File: src/core/aprsr_pkg.sv
package aprsr_pkg;

    // APB data and address
    localparam int DATA_W = 32;
    localparam int ADDR_W = 8;
    localparam int IDX_LSB = 2;

    // Register indices; the byte address is four times the index
    localparam logic [5:0] IDX_CH6 = 6'h2d;
    localparam logic [5:0] IDX_CH7 = 6'h2e;
    localparam logic [5:0] IDX_CH8 = 6'h2f;
    localparam logic [5:0] IDX_FRAME = 6'h30;

    // Channel configuration fields
    localparam int NUM_CH = 3;
    localparam int SLOT_LSB = 0;
    localparam int SLOT_W = 5;
    localparam int ROUTE_LSB = 5;
    localparam int ROUTE_W = 2;
    localparam int CFG_W = 7;
    localparam logic [6:0] RST_CH6 = 7'h05;
    localparam logic [6:0] RST_CH7 = 7'h06;
    localparam logic [6:0] RST_CH8 = 7'h07;

    // Routing field codes
    localparam logic [1:0] ROUTE_OFF = 2'h0;
    localparam logic [1:0] ROUTE_DAC = 2'h1;
    localparam logic [1:0] ROUTE_LOOP = 2'h2;
    localparam logic [1:0] ROUTE_PEER = 2'h3;

    // Frame control register fields
    localparam int FMT_LSB = 0;
    localparam int WLEN_LSB = 2;
    localparam logic [3:0] RST_FRAME = 4'h0;

    typedef enum logic [1:0] {
        APRSR_FMT_TDM = 2'h0,
        APRSR_FMT_I2S = 2'h1,
        APRSR_FMT_LJ = 2'h2,
        APRSR_FMT_RSVD = 2'h3
    } aprsr_fmt_t;

    // Word length codes and their last bit index
    localparam logic [4:0] LAST_16 = 5'h0f;
    localparam logic [4:0] LAST_20 = 5'h13;
    localparam logic [4:0] LAST_24 = 5'h17;
    localparam logic [4:0] LAST_32 = 5'h1f;

    // Slot number bits per half frame in I2S and left-justified framing
    localparam int HALF_SLOT_W = 4;

endpackage

File: src/core/aprsr_stream_if.sv
`timescale 1ns/10ps
interface aprsr_stream_if;
    logic bit_valid;
    logic sdata;
    logic [4:0] slot;
    logic in_range;
    logic last_bit;

    modport framer (
        output bit_valid,
        output sdata,
        output slot,
        output in_range,
        output last_bit
    );
    modport capture (
        input bit_valid,
        input sdata,
        input slot,
        input in_range,
        input last_bit
    );
endinterface

File: src/core/aprsr_top.sv
`timescale 1ns/10ps
module aprsr_top
    import aprsr_pkg::*;
(
    // Clock and reset
    input wire logic i_sys_clk,
    input wire logic i_reset_n,
    input wire logic i_clk_en,
    // APB slave
    input wire logic i_psel,
    input wire logic i_penable,
    input wire logic i_pwrite,
    input wire logic [aprsr_pkg::ADDR_W-1:0] i_paddr,
    input wire logic [aprsr_pkg::DATA_W-1:0] i_pwdata,
    input wire logic [3:0] i_pstrb,
    output logic [aprsr_pkg::DATA_W-1:0] o_prdata,
    output logic o_pready,
    output logic o_pslverr,
    // Serial input, one bit per i_bit_valid
    input wire logic i_bit_valid,
    input wire logic i_fsync,
    input wire logic i_sdata,
    // Playback converter channels 6..8
    output logic [aprsr_pkg::NUM_CH-1:0] o_dac_valid,
    output logic [aprsr_pkg::NUM_CH-1:0][aprsr_pkg::DATA_W-1:0] o_dac_data,
    // Loopback of recording converter channels 2..4
    output logic [aprsr_pkg::NUM_CH-1:0] o_loop_valid,
    output logic [aprsr_pkg::NUM_CH-1:0][aprsr_pkg::DATA_W-1:0] o_loop_data,
    // Linked peer devices 1..3
    output logic [aprsr_pkg::NUM_CH-1:0] o_peer_valid,
    output logic [aprsr_pkg::NUM_CH-1:0][aprsr_pkg::DATA_W-1:0] o_peer_data,
    // Frame tracking status
    output logic o_frame_locked
);

    import aprsr_pkg::*;

    ////////////////////////////////////////////////////////////////////////
    // Register file

    localparam logic [NUM_CH-1:0][CFG_W-1:0] CFG_RST =
        {RST_CH8, RST_CH7, RST_CH6};

    logic [NUM_CH-1:0][CFG_W-1:0] cfg;
    logic [3:0] frame_ctl;

    wire [5:0] idx;
    wire setup;
    wire access;
    wire wr_en;
    wire [NUM_CH-1:0] hit_ch;
    wire hit_frame;
    wire hit_any;
    wire [DATA_W-1:0] rd_mux;

    assign idx = i_paddr[IDX_LSB+5:IDX_LSB];
    assign setup = i_psel & ~i_penable;
    assign access = i_psel & i_penable;
    assign hit_ch[0] = (idx == IDX_CH6);
    assign hit_ch[1] = (idx == IDX_CH7);
    assign hit_ch[2] = (idx == IDX_CH8);
    assign hit_frame = (idx == IDX_FRAME);
    assign hit_any = |hit_ch | hit_frame;
    assign wr_en = access & i_pwrite & hit_any & i_pstrb[0];

    // Bit seven never stored, so it reads as zero
    assign rd_mux = hit_ch[0] ? {25'h0, cfg[0]} :
                    hit_ch[1] ? {25'h0, cfg[1]} :
                    hit_ch[2] ? {25'h0, cfg[2]} :
                    hit_frame ? {28'h0, frame_ctl} : '0;

    assign o_pready = 1'b1;
    assign o_pslverr = access & ~hit_any;

    generate
        for (genvar c = 0; c < NUM_CH; c++) begin : g_cfg
            always_ff @(posedge i_sys_clk or negedge i_reset_n) begin
                if (!i_reset_n) begin
                    cfg[c] <= CFG_RST[c];
                end else if (i_clk_en && wr_en && hit_ch[c]) begin
                    cfg[c] <= i_pwdata[CFG_W-1:0];
                end
            end
        end
    endgenerate

    always_ff @(posedge i_sys_clk or negedge i_reset_n) begin
        if (!i_reset_n) begin
            frame_ctl <= RST_FRAME;
            o_prdata <= '0;
        end else if (i_clk_en) begin
            if (wr_en && hit_frame) begin
                frame_ctl <= i_pwdata[3:0];
            end
            // Read data is taken in the setup cycle, ready in the access
            if (setup) begin
                o_prdata <= rd_mux;
            end
        end
    end

    ////////////////////////////////////////////////////////////////////////
    // Frame tracking

    aprsr_fmt_t fmt;
    logic [4:0] last_idx;
    logic fsync_d;
    logic prev_fr;
    logic [4:0] bit_cnt;
    logic [4:0] slot_cnt;

    wire fr;
    wire edge_rise;
    wire edge_any;
    wire half_start;
    wire frame_start;
    wire [4:0] cur_bit;
    wire [4:0] cur_slot;
    wire cur_right;
    wire is_tdm;
    wire is_i2s;
    wire last_bit;
    wire bit_ok;

    assign fmt = aprsr_fmt_t'(frame_ctl[FMT_LSB+1:FMT_LSB]);

    always_comb begin
        case (frame_ctl[WLEN_LSB+1:WLEN_LSB])
            2'h0: last_idx = LAST_16;
            2'h1: last_idx = LAST_20;
            2'h2: last_idx = LAST_24;
            default: last_idx = LAST_32;
        endcase
    end

    assign is_tdm = (fmt == APRSR_FMT_TDM);
    assign is_i2s = (fmt == APRSR_FMT_I2S);
    // I2S data trails its frame-sync edge by one bit
    assign fr = is_i2s ? fsync_d : i_fsync;
    assign edge_rise = fr & ~prev_fr;
    assign edge_any = fr ^ prev_fr;
    assign half_start = i_bit_valid & (is_tdm ? edge_rise : edge_any);
    // Left half opens on low sync in I2S, high sync otherwise
    assign frame_start = half_start & (is_i2s ? ~fr : fr);
    assign cur_bit = half_start ? 5'h0 : bit_cnt;
    assign cur_slot = half_start ? 5'h0 : slot_cnt;
    assign cur_right = ~is_tdm & (is_i2s ? fr : ~fr);
    assign last_bit = (cur_bit == last_idx);
    assign bit_ok = i_bit_valid & (o_frame_locked | frame_start);

    always_ff @(posedge i_sys_clk or negedge i_reset_n) begin
        if (!i_reset_n) begin
            fsync_d <= 1'b0;
            prev_fr <= 1'b0;
            bit_cnt <= '0;
            slot_cnt <= '0;
            o_frame_locked <= 1'b0;
        end else if (i_clk_en && i_bit_valid) begin
            fsync_d <= i_fsync;
            prev_fr <= fr;
            bit_cnt <= last_bit ? 5'h0 : cur_bit + 5'h1;
            slot_cnt <= last_bit ? cur_slot + 5'h1 : cur_slot;
            if (frame_start) begin
                o_frame_locked <= 1'b1;
            end
        end
    end

    ////////////////////////////////////////////////////////////////////////
    // Stream to the capture units

    aprsr_stream_if stream ();

    assign stream.bit_valid = bit_ok;
    assign stream.sdata = i_sdata;
    assign stream.last_bit = last_bit;
    // Half-frame slots map to 0..15 left, 16..31 right
    assign stream.slot = is_tdm ? cur_slot :
                         {cur_right, cur_slot[HALF_SLOT_W-1:0]};
    // Slots past fifteen in a half frame match no field value
    assign stream.in_range = is_tdm | ~cur_slot[HALF_SLOT_W];

    ////////////////////////////////////////////////////////////////////////
    // Per-channel capture and routing

    logic [NUM_CH-1:0][CFG_W-1:0] act;

    generate
        for (genvar c = 0; c < NUM_CH; c++) begin : g_ch
            wire [CFG_W-1:0] use_cfg;
            wire [ROUTE_W-1:0] route;
            wire [DATA_W-1:0] word;
            wire done;

            // Settings move to the active copy only as a frame opens
            assign use_cfg = frame_start ? cfg[c] : act[c];
            assign route = act[c][ROUTE_LSB+ROUTE_W-1:ROUTE_LSB];

            always_ff @(posedge i_sys_clk or negedge i_reset_n) begin
                if (!i_reset_n) begin
                    act[c] <= CFG_RST[c];
                end else if (i_clk_en && frame_start) begin
                    act[c] <= cfg[c];
                end
            end

            aprsr_slot_capture u_cap (
                .i_sys_clk(i_sys_clk),
                .i_reset_n(i_reset_n),
                .i_clk_en(i_clk_en),
                .stream(stream),
                .i_enable(use_cfg[ROUTE_LSB+ROUTE_W-1:ROUTE_LSB] !=
                          ROUTE_OFF),
                .i_slot_sel(use_cfg[SLOT_LSB+SLOT_W-1:SLOT_LSB]),
                .o_word(word),
                .o_done(done)
            );

            // Index c: playback 6+c, loopback of recording 2+c, peer 1+c
            always_ff @(posedge i_sys_clk or negedge i_reset_n) begin
                if (!i_reset_n) begin
                    o_dac_valid[c] <= 1'b0;
                    o_loop_valid[c] <= 1'b0;
                    o_peer_valid[c] <= 1'b0;
                    o_dac_data[c] <= '0;
                    o_loop_data[c] <= '0;
                    o_peer_data[c] <= '0;
                end else if (i_clk_en) begin
                    o_dac_valid[c] <= done && route == ROUTE_DAC;
                    o_loop_valid[c] <= done && route == ROUTE_LOOP;
                    o_peer_valid[c] <= done && route == ROUTE_PEER;
                    if (done && route == ROUTE_DAC) begin
                        o_dac_data[c] <= word;
                    end
                    if (done && route == ROUTE_LOOP) begin
                        o_loop_data[c] <= word;
                    end
                    if (done && route == ROUTE_PEER) begin
                        o_peer_data[c] <= word;
                    end
                end
            end
        end
    endgenerate

endmodule

File: src/core/aprsr_slot_capture.sv
`timescale 1ns/10ps
module aprsr_slot_capture
    import aprsr_pkg::*;
(
    // Clock and reset
    input wire logic i_sys_clk,
    input wire logic i_reset_n,
    input wire logic i_clk_en,
    // Serial stream
    aprsr_stream_if.capture stream,
    // Channel selection
    input wire logic i_enable,
    input wire logic [SLOT_W-1:0] i_slot_sel,
    // Captured word
    output logic [DATA_W-1:0] o_word,
    output logic o_done
);

    logic [DATA_W-1:0] shift;
    wire hit;
    wire [DATA_W-1:0] next_shift;

    // A disabled channel never captures
    assign hit = stream.bit_valid & i_enable & stream.in_range &
                 (stream.slot == i_slot_sel);
    assign next_shift = {shift[DATA_W-2:0], stream.sdata};

    always_ff @(posedge i_sys_clk or negedge i_reset_n) begin
        if (!i_reset_n) begin
            shift <= '0;
            o_word <= '0;
            o_done <= 1'b0;
        end else if (i_clk_en) begin
            o_done <= hit & stream.last_bit;
            if (hit) begin
                shift <= stream.last_bit ? '0 : next_shift;
            end
            if (hit && stream.last_bit) begin
                o_word <= next_shift;
            end
        end
    end

endmodule

File: config.mk
export PLATFORM = sky130hd
export DESIGN_NAME = aprsr_top
export DESIGN_NICKNAME = d
export VERILOG_FILES = /design/src/core/aprsr_pkg.sv /design/src/core/aprsr_stream_if.sv /design/src/core/aprsr_top.sv /design/src/core/aprsr_slot_capture.sv
export SDC_FILE = /design/constraint.sdc
export NUM_CORES = 1
export LEC_CHECK = 0
export BUFFER_PORTS_ARGS = -buffer_cell sky130_fd_sc_hd__buf_4
export CAP_MARGIN = 5
export CORE_ASPECT_RATIO = 0.5
export CORE_MARGIN = 4
export CORE_UTILIZATION = 45
export CTS_CLUSTER_SIZE = 30
export DETAILED_ROUTE_END_ITERATION = 8
export PLACE_DENSITY = 0.62
export RECOVER_POWER = 25
export REMOVE_ABC_BUFFERS = 1
export SETUP_SLACK_MARGIN = 0.05
export SYNTH_ARGS = -nofsm -noshare
export SYNTH_HDL_FRONTEND = slang
export SYNTH_HIERARCHICAL = 1
export SYNTH_SLANG_ARGS = --single-unit
File: constraint.sdc
create_clock -name i_sys_clk -period 8 [get_ports i_sys_clk]
set_clock_uncertainty 0.2 [all_clocks]
set_input_delay 1.6 -clock i_sys_clk [delete_from_list [all_inputs] [get_ports i_sys_clk]]
set_output_delay 1.6 -clock i_sys_clk [all_outputs]
set_load 0.05 [all_outputs]
== Word-level counts from Yosys, hierarchy flattened ==
Cells that the tools add are included.
Operators by class
  add/sub/neg operators: 2
  equality and inequality tests: 20
  multiplexer cells: 20
  bitwise logic cells: 33
  reduce and logical (&&, ||, !) cells: 43
Operators with widths (number)
  two-way mux 31 bit: 3
  two-way mux 7 bit: 6
  AND reduction 2 bit: 18
  two-way mux 5 bit: 5
  equality test 6 bit, second input constant: 4
  AND 1 bit: 23
  equality test 5 bit: 4
  logical AND 1 bit: 19
  one-hot mux 5 bit (3 select lines): 1
  equality test 2 bit, second input constant: 7
  adder 5 x 1 -> 5 bit, second input constant: 2
  equality test 2 x 1 -> 1 bit, second input constant: 5
  NOT 1 bit: 6
  nonzero test 2 bit: 3
  logical NOT 2 bit: 2
  two-way mux 1 bit: 4
  two-way mux 4 bit: 1
  bitwise OR 1 bit: 3
  OR reduction 3 bit: 1
  bitwise XOR 1 bit: 1
Storage, ports and cells
  bits in registers: 580
  input port bits: 53
  output and inout bits: 332
  word-level logic and storage cells: 158

== Depth between registers and ports, before layout ==
Gate-level depths: netlist of the first run.
  depth after elaboration: 13
  gate-level depth with buffers: 17
  gate-level depth less buffers: 14

== Cells and area by module ==
Netlist of the first run, hierarchy kept.
Modules (own cells, without submodules)
  aprsr_top: instances 1, cells each 969, area an instance 14495.2 um^2, sequential area each 9101.2 um^2
  aprsr_slot_capture: instances 3, cells each 179, area an instance 2787.7 um^2, sequential area each 1601.5 um^2

== Least setup slack after synthesis of the first run ==
OpenSTA, ideal clock, no wires.
  path type: in2reg
  start: input port i_fsync
  end: register g_ch[0].u_cap.o_word[1]
  library setup time: 0.125 ns
  data arrival time: 4.682 ns
  required time: 7.675 ns
  setup slack: 2.993 ns
  cell stages on the path: 14
  path buffers: 3
  cell sequence: o21ai_0 nand2_1 ha_1 or3_4 and3_1 buf_6 nand3_1 buf_2 mux2_2 xor2_1 or4_4 nor2_2 buf_4 mux2_2
Between the ends
  elaborated cells between the ends (all ways): 26
  those cells by class: eq/ne (2); mux (8); bitwise (13); reduce/logical (3)
RTL lines
  from (decl): RTL line aprsr_top.sv:21  | input wire logic i_fsync,
  two-way mux 1 bit *: RTL line aprsr_top.sv:139  | assign fr = is_i2s ? fsync_d : i_fsync;
  named net fr: RTL line aprsr_top.sv:112  | wire fr;
  bitwise XOR 1 bit / AND 1 bit (equally long branches): RTL line aprsr_top.sv:141, aprsr_top.sv:140
  two-way mux 1 bit: RTL line aprsr_top.sv:142  | assign half_start = i_bit_valid & (is_tdm ? edge_rise : edge_any);
  AND 1 bit: RTL line aprsr_top.sv:142
  AND 1 bit *: RTL line aprsr_top.sv:144  | assign frame_start = half_start & (is_i2s ? ~fr : fr);
  two-way mux 7 bit *: RTL line aprsr_top.sv:196  | assign use_cfg = frame_start ? cfg[c] : act[c];
  named net g_ch[0].use_cfg[2]: RTL line aprsr_top.sv:190  | wire [CFG_W-1:0] use_cfg;
  equality test 5 bit *: RTL line aprsr_slot_capture.sv:25  | (stream.slot == i_slot_sel);
  AND 1 bit *: RTL line aprsr_slot_capture.sv:24  | assign hit = stream.bit_valid & i_enable & stream.in_range &
  logical AND 1 bit *: RTL line aprsr_slot_capture.sv:38  | if (hit && stream.last_bit) begin
  AND reduction 2 bit (no line) *
  to (signal assigned): RTL line aprsr_slot_capture.sv:39  | o_word <= next_shift;
  to (decl): RTL line aprsr_slot_capture.sv:15  | output logic [DATA_W-1:0] o_word,
The timed path passes the listed nets; every way through them passes the cells marked *.
A chain may end at the register's enable or synchronous reset.

== Final worst setup path of the first run ==
  start: input port i_fsync
  end: register g_ch[0].u_cap.o_word[29]
Between the ends
  word-level cells in the longest chain between the ends: 12
  elaborated cells between the ends (all ways): 26
  those cells by class: eq/ne (2); mux (8); bitwise (13); reduce/logical (3)
Ends and longest elaborated chain
  two-way mux 1 bit *: RTL line aprsr_top.sv:139
  named net fr: RTL line aprsr_top.sv:112
  bitwise XOR 1 bit / AND 1 bit (equally long branches): RTL line aprsr_top.sv:141, aprsr_top.sv:140
  two-way mux 1 bit: RTL line aprsr_top.sv:142
  AND 1 bit: RTL line aprsr_top.sv:142
  AND 1 bit *: RTL line aprsr_top.sv:144
  bitwise OR 1 bit *: RTL line aprsr_top.sv:149  | assign bit_ok = i_bit_valid & (o_frame_locked | frame_start);
  AND 1 bit *: RTL line aprsr_top.sv:149
  named net bit_ok: RTL line aprsr_top.sv:123  | wire bit_ok;
  AND 1 bit * (3 in series): RTL line aprsr_slot_capture.sv:24
  logical AND 1 bit *: RTL line aprsr_slot_capture.sv:38
  AND reduction 2 bit (no line) *
Marked as above.

==> out/results.txt, run 1 <==
Die X = 327 um
RSZ-0062 raised after global routing = no
Int Pwr = 4.31 mW
Flop pwr share = 51.5%
Root Driver = clkbuf_16
CTS Buf Count = 50
# setup viols final = 0
Seq/Total Area, Yosys = 60.8%
area growth from synthesis to final layout = 20.4%
Worst slew margin = -119%
DRT iter0 DRCs = 695
largest stage delay on the critical path = 0.66 ns
Power Density = 201 nW/um^2
Post-synth EDFFs = 0
Sw Pwr = 1.23 mW
Worst EP arrival = 6.11 ns
count of different cell masters after synthesis = 55
maximum vdd ir drop = 0.149 mV
Reg2Reg Launch Point = frame_ctl[0]$_DFFE_PN0P_
setup TNS = 0 ns
cells along the critical path = buf_4 -> o21ai_0 -> nand2_1 -> ha_1 -> o21ai_0 -> and3_1 -> nand3_1 -> a21boi_0 -> nand4_1 -> or4_4 -> nor2_4 -> buf_4 -> mux2_2
Port Buffer Count = 328
# Post-CTS Setup Buffers = 0
die height = 167 um
placed instance area = 25900 sq um
Worst-path clk slew = 0.06 ns
vias post-DR = 12900
failing checks = capacitance limit, slew limit
hold crit path type = reg2reg
DP HPWL = 30600 um
Worst setup SP type = input port
cell area after synthesis = 22900 sq um
Slew Limit Fails = 304
htree depth = 2
syn_area_per_cell = 15.2 sq um
Hold Startpoint = g_ch[0].u_cap/shift[30]$_DFFE_PN0P_
post-CTS sizing = 0
Max-Cap Viols = 6
Leak = 14.8 nW
largest net degree at the start of global routing = 168
number of global-route vias before repair = 13500
post-synthesis instance total = 1506
post-route cell area = 27500 sq um
Worst setup startpoint = i_fsync
FP Rows = 58
core footprint = 50200 sq um
gr ovfl total = 0
NumNets Final = 1890
wirelength, routed = 47700 um
clk_lat worst skew = 0.58 ns
pin slew with the least headroom to its limit = 3.28 ns
I/O pin count = 385
CP Max Fanout = 19
ys flop type = dfrtp_1
outcome = finished, violations left
logic gate share of total power = 4.2%
hold buffer count at cts = 0
CTS max path bufs = 3
DR DRC count = 0
Initial Utilization = 45.5%
yosys warns = 6
period utilization = 73.0%
first-pass GRT wire length = 77800 um
initial antenna violation count = 0
Crit-path slowest cell = nand3_1
R2R setup slack = 2.58 ns
clk sink count = 555
Yosys reg bits = 555
switching part of the total = 22.3%
post-DR wirelength/cell = 18.6 um
number of vias per cell = 5.02
final hold vios = 0
Max Freq = 0.171 GHz
kind of critical path = in2reg
GP Congestion = 0.753
fraction of layout cells with a size suffix above 1 = 52.3%
Antenna Nets Post-Route = 0
CP endpoint kind = flip-flop
clock share of power = 44.3%
ys async rst share = 100%
Total Routing Usage GR = 17.5%
CTS tree = yes
total die area = 54700 sq um
Tmin final = 5.84 ns
Req. time, crit path = 8.27 ns
Tot Pwr = 5.54 mW
Pre-antenna DRT Iters = 4
[cells in the mapped netlist (all sizes together) (2+ instances only)]
master	n	area [sq um]
a21oi	14	70.1
nand4b	6	52.6
and2	8	51.3
nand3	13	65.1
nor2	14	60.1
a221oi	2	17.5
o22ai	5	37.5
conb	2	7.51
ha	5	62.6
nand4	7	43.8
nand2	30	115
buf	53	429
dfstp	14	368
nand3b	5	75.1
mux2i	3	30.0
or4	3	33.8
a31oi	3	18.8
and3	10	63.8
o211ai	3	22.5
xnor2	7	61.3
a222oi	2	20.0
nor3	10	50.1
o31ai	4	30.0
xor2	9	78.8
mux2	536	6370
dfrtp	541	13500
inv	24	90.1
nor2b	94	588
o21ai	24	120
clkbuf	41	154
[kinds of logic after synthesis]
group | after synthesis | synth area share, %
adders and majority gates | 5 | 0.274
DFF | 555 | 60.8
and+or+nand+nor | 206 | 5.52
AOI/OAI and AO/OA | 65 | 1.77
muxes | 539 | 28.0
other | 2 | 0.0329
buffers and inverters | 118 | 2.94
xor gates and xnor gates | 16 | 0.613
[state kept, by name, summed over array words and instances (netlist names)]
| register | count |
|---|---|
| g_ch.u_cap/o_word | 96 |
| o_dac_data | 96 |
| o_loop_data | 96 |
| o_peer_data | 96 |
| g_ch.u_cap/shift | 93 |
| act | 21 |
| cfg | 21 |
| o_prdata | 7 |
| bit_cnt | 5 |
| slot_cnt | 5 |
| frame_ctl | 4 |
| g_ch.u_cap/o_done | 3 |
| o_dac_valid | 3 |
| o_loop_valid | 3 |
| o_peer_valid | 3 |
| fsync_d | 1 |
| o_frame_locked | 1 |
| prev_fr | 1 |
[layer usage]
metal | vias up | routed length [um] | global-route usage [%]
li1 | 5872 | - | -
met1 | 6761 | 20600 | 23.0
met2 | 174 | 24600 | 30.6
met3 | 61 | 1730 | 3.34
met4 | 0 | 847 | 3.74
met5 | - | 0 | 0
[worst max-delay path, delay by kind of cell]
| kind | cells | cell delay, ns |
|---|---|---|
| AOI/OAI and AO/OA | 3 | 0.86 |
| buffers and inverters | 2 | 0.48 |
| adders and majority gates | 1 | 0.26 |
| and+or+nand+nor | 6 | 2.52 |
| muxes | 1 | 0.36 |
[per-stage QoR]
stage | worst slack, ns | std cells | utilization [%] | hold slack [ns]
after global routing | 1.70 | 2564 | 54.8 | 0.302
after detailed placement | 1.51 | 2470 | 51.5 | 0.276
after floorplan | 2.24 | 1436 | - | 0.254
final | 2.16 | 2565 | 54.8 | 0.289
after CTS | 2.14 | 2564 | 54.9 | 0.298
after global placement | 1.56 | 2470 | 51.5 | 0.267
[placed cells by master, fill, tap and decap left out, types with 24 or more instances in the layout]
cell type  netlist  final
mux2_4          90     90
nor2b_1         94     94
clkbuf_16        0     50
mux2_2         437    437
inv_1           24     24
conb_1           2     26
dfrtp_1        541    541
buf_4           36    334
o21ai_0         24     24
nand2_1         29     29
[final cells by class]
class	instances	area (sq um)
fillers	4261	22700
diodes	1	2.50
well taps	690	863
clock inverters	20	199
multi-input cells	857	8380
clock buffers	74	1490
repair buffers	344	2590
inverters	24	90.1
flip-flops and latches	555	13900
[power by group through the flow]
stage	logic [mW]	clock network (mW)	registers, mW
final	0.232	2.46	2.85
after global routing	0.261	2.66	2.86
after CTS	0.240	2.54	2.85
after detailed placement	0.239	0	2.91
after global placement	0.237	0	2.91
after floorplan	0.137	0	2.90
[worst paths after layout]
path | cells after the start | end
worst max-delay path | 13 | g_ch[0].u_cap/o_word[29]$_DFFE_PN0P_
worst min-delay path | 1 | g_ch[0].u_cap/o_word[31]$_DFFE_PN0P_
worst max register to register | 13 | g_ch[0].u_cap/o_word[29]$_DFFE_PN0P_
worst min register to register | 1 | g_ch[0].u_cap/o_word[31]$_DFFE_PN0P_
max in group asynchronous | 2 | o_peer_data[4]$_DFFE_PN0P_
min in group asynchronous | 1 | o_loop_data[93]$_DFFE_PN0P_
(Power assumes the default switching activity.)
==> run 2: changes to the inputs <==
- ABC_AREA: not set -> 1
- PLACE_DENSITY: 0.62 -> 0.65
- clock period: 8 -> 4.8 ns (I/O delays scaled with it)
==> out/results.txt, run 2 <==
Req. time, crit path = 5.09 ns (-3.18 ns)
fraction of layout cells with a size suffix above 1 = 22.2% (-30 points)
Root Driver = clkbuf_16
Leak = 13.5 nW (-8.5%)
met2 routed WL = 27800 um (+13%)
area leader, netlist = dfrtp_1
final hold vios = 0 (unchanged)
CTS max path bufs = 3 (unchanged)
Max-Cap Viols = 1 (-5)
Critical path buffers and inverters = 2 (unchanged)
first-pass GRT wire length = 92100 um (+18%)
Pre-antenna DRT Iters = 6 (+2)
Yosys reg bits = 555 (unchanged)
GP Congestion = 0.823 (+9.2%)
period utilization = 75.6%
clk sink count = 555 (unchanged)
Worst-path clk slew = 0.07 ns (about the same)
cells along the critical path = clkbuf_2 -> clkbuf_1
number of vias per cell = 4.95 (-1.3%)
CP delay by family, top = buffers and inverters
CP Max Fanout = 97 (+78)
ys flop type = dfrtp_1
Antenna Nets Post-Route = 0 (unchanged)
hold buffer count at cts = 0 (unchanged)
Port Buffer Count = 328 (unchanged)
Yosys top cell area share = 58.4% (-0.79 points)
hold crit path type = reg2reg
Die X = 329 um (+0.65%)
final cell count without fillers = 3473 (+35%)
Worst slew margin = -80.9% (+38 points)
number of global-route vias before repair = 17200 (+27%)
Worst EP arrival = 3.91 ns (-2.20 ns)
Max Freq = 0.276 GHz
# setup viols final = 0 (unchanged)
cell area after synthesis = 23200 sq um (+1.3%)
Post-synth EDFFs = 0 (unchanged)
RSZ-0062 raised after global routing = no
setup TNS = 0 ns (unchanged)
commonest non-fill, non-tap cells in the layout = nand2_1, dfrtp_1, buf_4
clk_lat worst skew = 0.57 ns (about the same)
yosys warns = 6 (unchanged)
DP Cell Count = 3380 (+37%)
htree depth = 2 (unchanged)
ANT cells = 0 (-1)
Area contributors post-synth = dfrtp_1, nand2_1, o21ai_0
ys async rst share = 100% (unchanged)
CP endpoint kind = async pin
count of different cell masters after synthesis = 41 (-25%)
leading cell type in the layout, fill and taps excluded = nand2_1
Tmin final = 3.63 ns
initial antenna violation count = 0 (unchanged)
Crit-path slowest cell = clkbuf_2
Total Routing Usage GR = 20.1% (+2.6 points)
most frequent cells after synthesis = nand2_1, dfrtp_1, o21ai_0
largest stage delay on the critical path = 1.89 ns (+1.23 ns)
DP HPWL = 36900 um (+21%)
Slew Limit Fails = 94 (-69%)
vias post-DR = 17200 (+34%)
wire length on met3 = 2250 um (+30%)
# Post-CTS Setup Buffers = 0 (unchanged)
largest net degree at the start of global routing = 98 (-42%)
post-synthesis instance total = 2473 (+64%)
Worst setup SP type = input port
CTS Buf Count = 50 (unchanged)
DR top layer = met4
Power Density = 356 nW/um^2 (+77%)
wirelength, routed = 55800 um (+17%)
Tot Pwr = 9.84 mW (+78%)
post-DR wirelength/cell = 16.1 um (-14%)
Met1 Wirelength = 24400 um (+18%)
syn_area_per_cell = 9.37 sq um (-38%)
die height = 168 um (+0.64%)
total die area = 55400 sq um (+1.3%)
outcome = finished, violations left
most instantiated library cell after synthesis = nand2_1
Seq/Total Area, Yosys = 60.0% (-0.81 points)
DR DRC count = 0 (unchanged)
FP Rows = 58 (unchanged)
Initial Utilization = 45.8% (+0.28 points)
kind of critical path = in2async
maximum vdd ir drop = 0.267 mV (+79%)
DRT iter0 DRCs = 1153 (+66%)
area growth from synthesis to final layout = 19.3%
NumNets Final = 2800 (+48%)
core footprint = 50600 sq um (+0.72%)
failing checks = capacitance limit, slew limit
pin slew with the least headroom to its limit = 2.71 ns (-0.565 ns)
I/O pin count = 385 (unchanged)
gr ovfl total = 0 (unchanged)
post-CTS sizing = 0 (unchanged)
CTS tree = yes
run 2: metal layers:
layer | track usage [%] | up-vias
met1 | 26.9 | 8384
li1 | - | 8420
met4 | 5.00 | 0
met3 | 3.07 | 96
met5 | 0 | -
met2 | 34.8 | 303
run 2: area by class of cell:
type                       instances  area, sq um
clock buffer                      65         1410
inverter                         206          774
tap                              690          863
fill                            4637        22900
timing repair buffer             363         2770
multi-input combinational       1566         7540
clock inverter                    28          380
sequential                       555        13900
run 2: path summary, 6_finish.rpt:
check                                                      from                                    to  slack, ns  cells past startpoint
setup / recovery                                      i_reset_n            o_dac_data[84]$_DFFE_PN0P_       1.17                      2
hold / removal             g_ch[1].u_cap/o_word[17]$_DFFE_PN0P_  g_ch[1].u_cap/o_word[17]$_DFFE_PN0P_       0.27                      2
setup reg to reg                       frame_ctl[1]$_DFFE_PN0P_  g_ch[1].u_cap/o_word[16]$_DFFE_PN0P_       1.26                     18
hold reg to reg            g_ch[1].u_cap/o_word[17]$_DFFE_PN0P_  g_ch[1].u_cap/o_word[17]$_DFFE_PN0P_       0.27                      2
max in group i_sys_clk                 frame_ctl[1]$_DFFE_PN0P_  g_ch[1].u_cap/o_word[16]$_DFFE_PN0P_       1.26                     18
min in group asynchronous                             i_reset_n           o_loop_data[90]$_DFFE_PN0P_       1.06                      1
run 2: kinds of logic (layout without fill, tap and decap cells):
logic type | count (synthesis) | count (layout) | synth area share, %
adders and majority gates | 5 | 5 | 0.270
xor gates and xnor gates | 3 | 3 | 0.113
DFF | 555 | 555 | 60.0
other | 2 | 26 | 0.0324
and+or+nand+nor | 1053 | 1053 | 19.5
buffers and inverters | 376 | 662 | 7.87
AOI/OAI and AO/OA | 479 | 479 | 12.2
run 2: metrics by stage:
stage	utilization (%)	instance area [sq um]	hold slack (ns)	setup WS [ns]
CTS	54.8	27700	0.274	1.20
detailed placement	51.2	25900	0.259	0.699
global route	54.7	27600	0.286	0.548
floorplan	-	22200	0.242	0.431
global placement	51.2	25900	0.255	0.804
finish	54.7	27600	0.269	1.17
run 2: power breakdown:
group          switching (mW)  internal (mW)
sequential             0.0765           4.78
clock                    1.80           2.56
combinational           0.471          0.162
total                    2.34           7.50
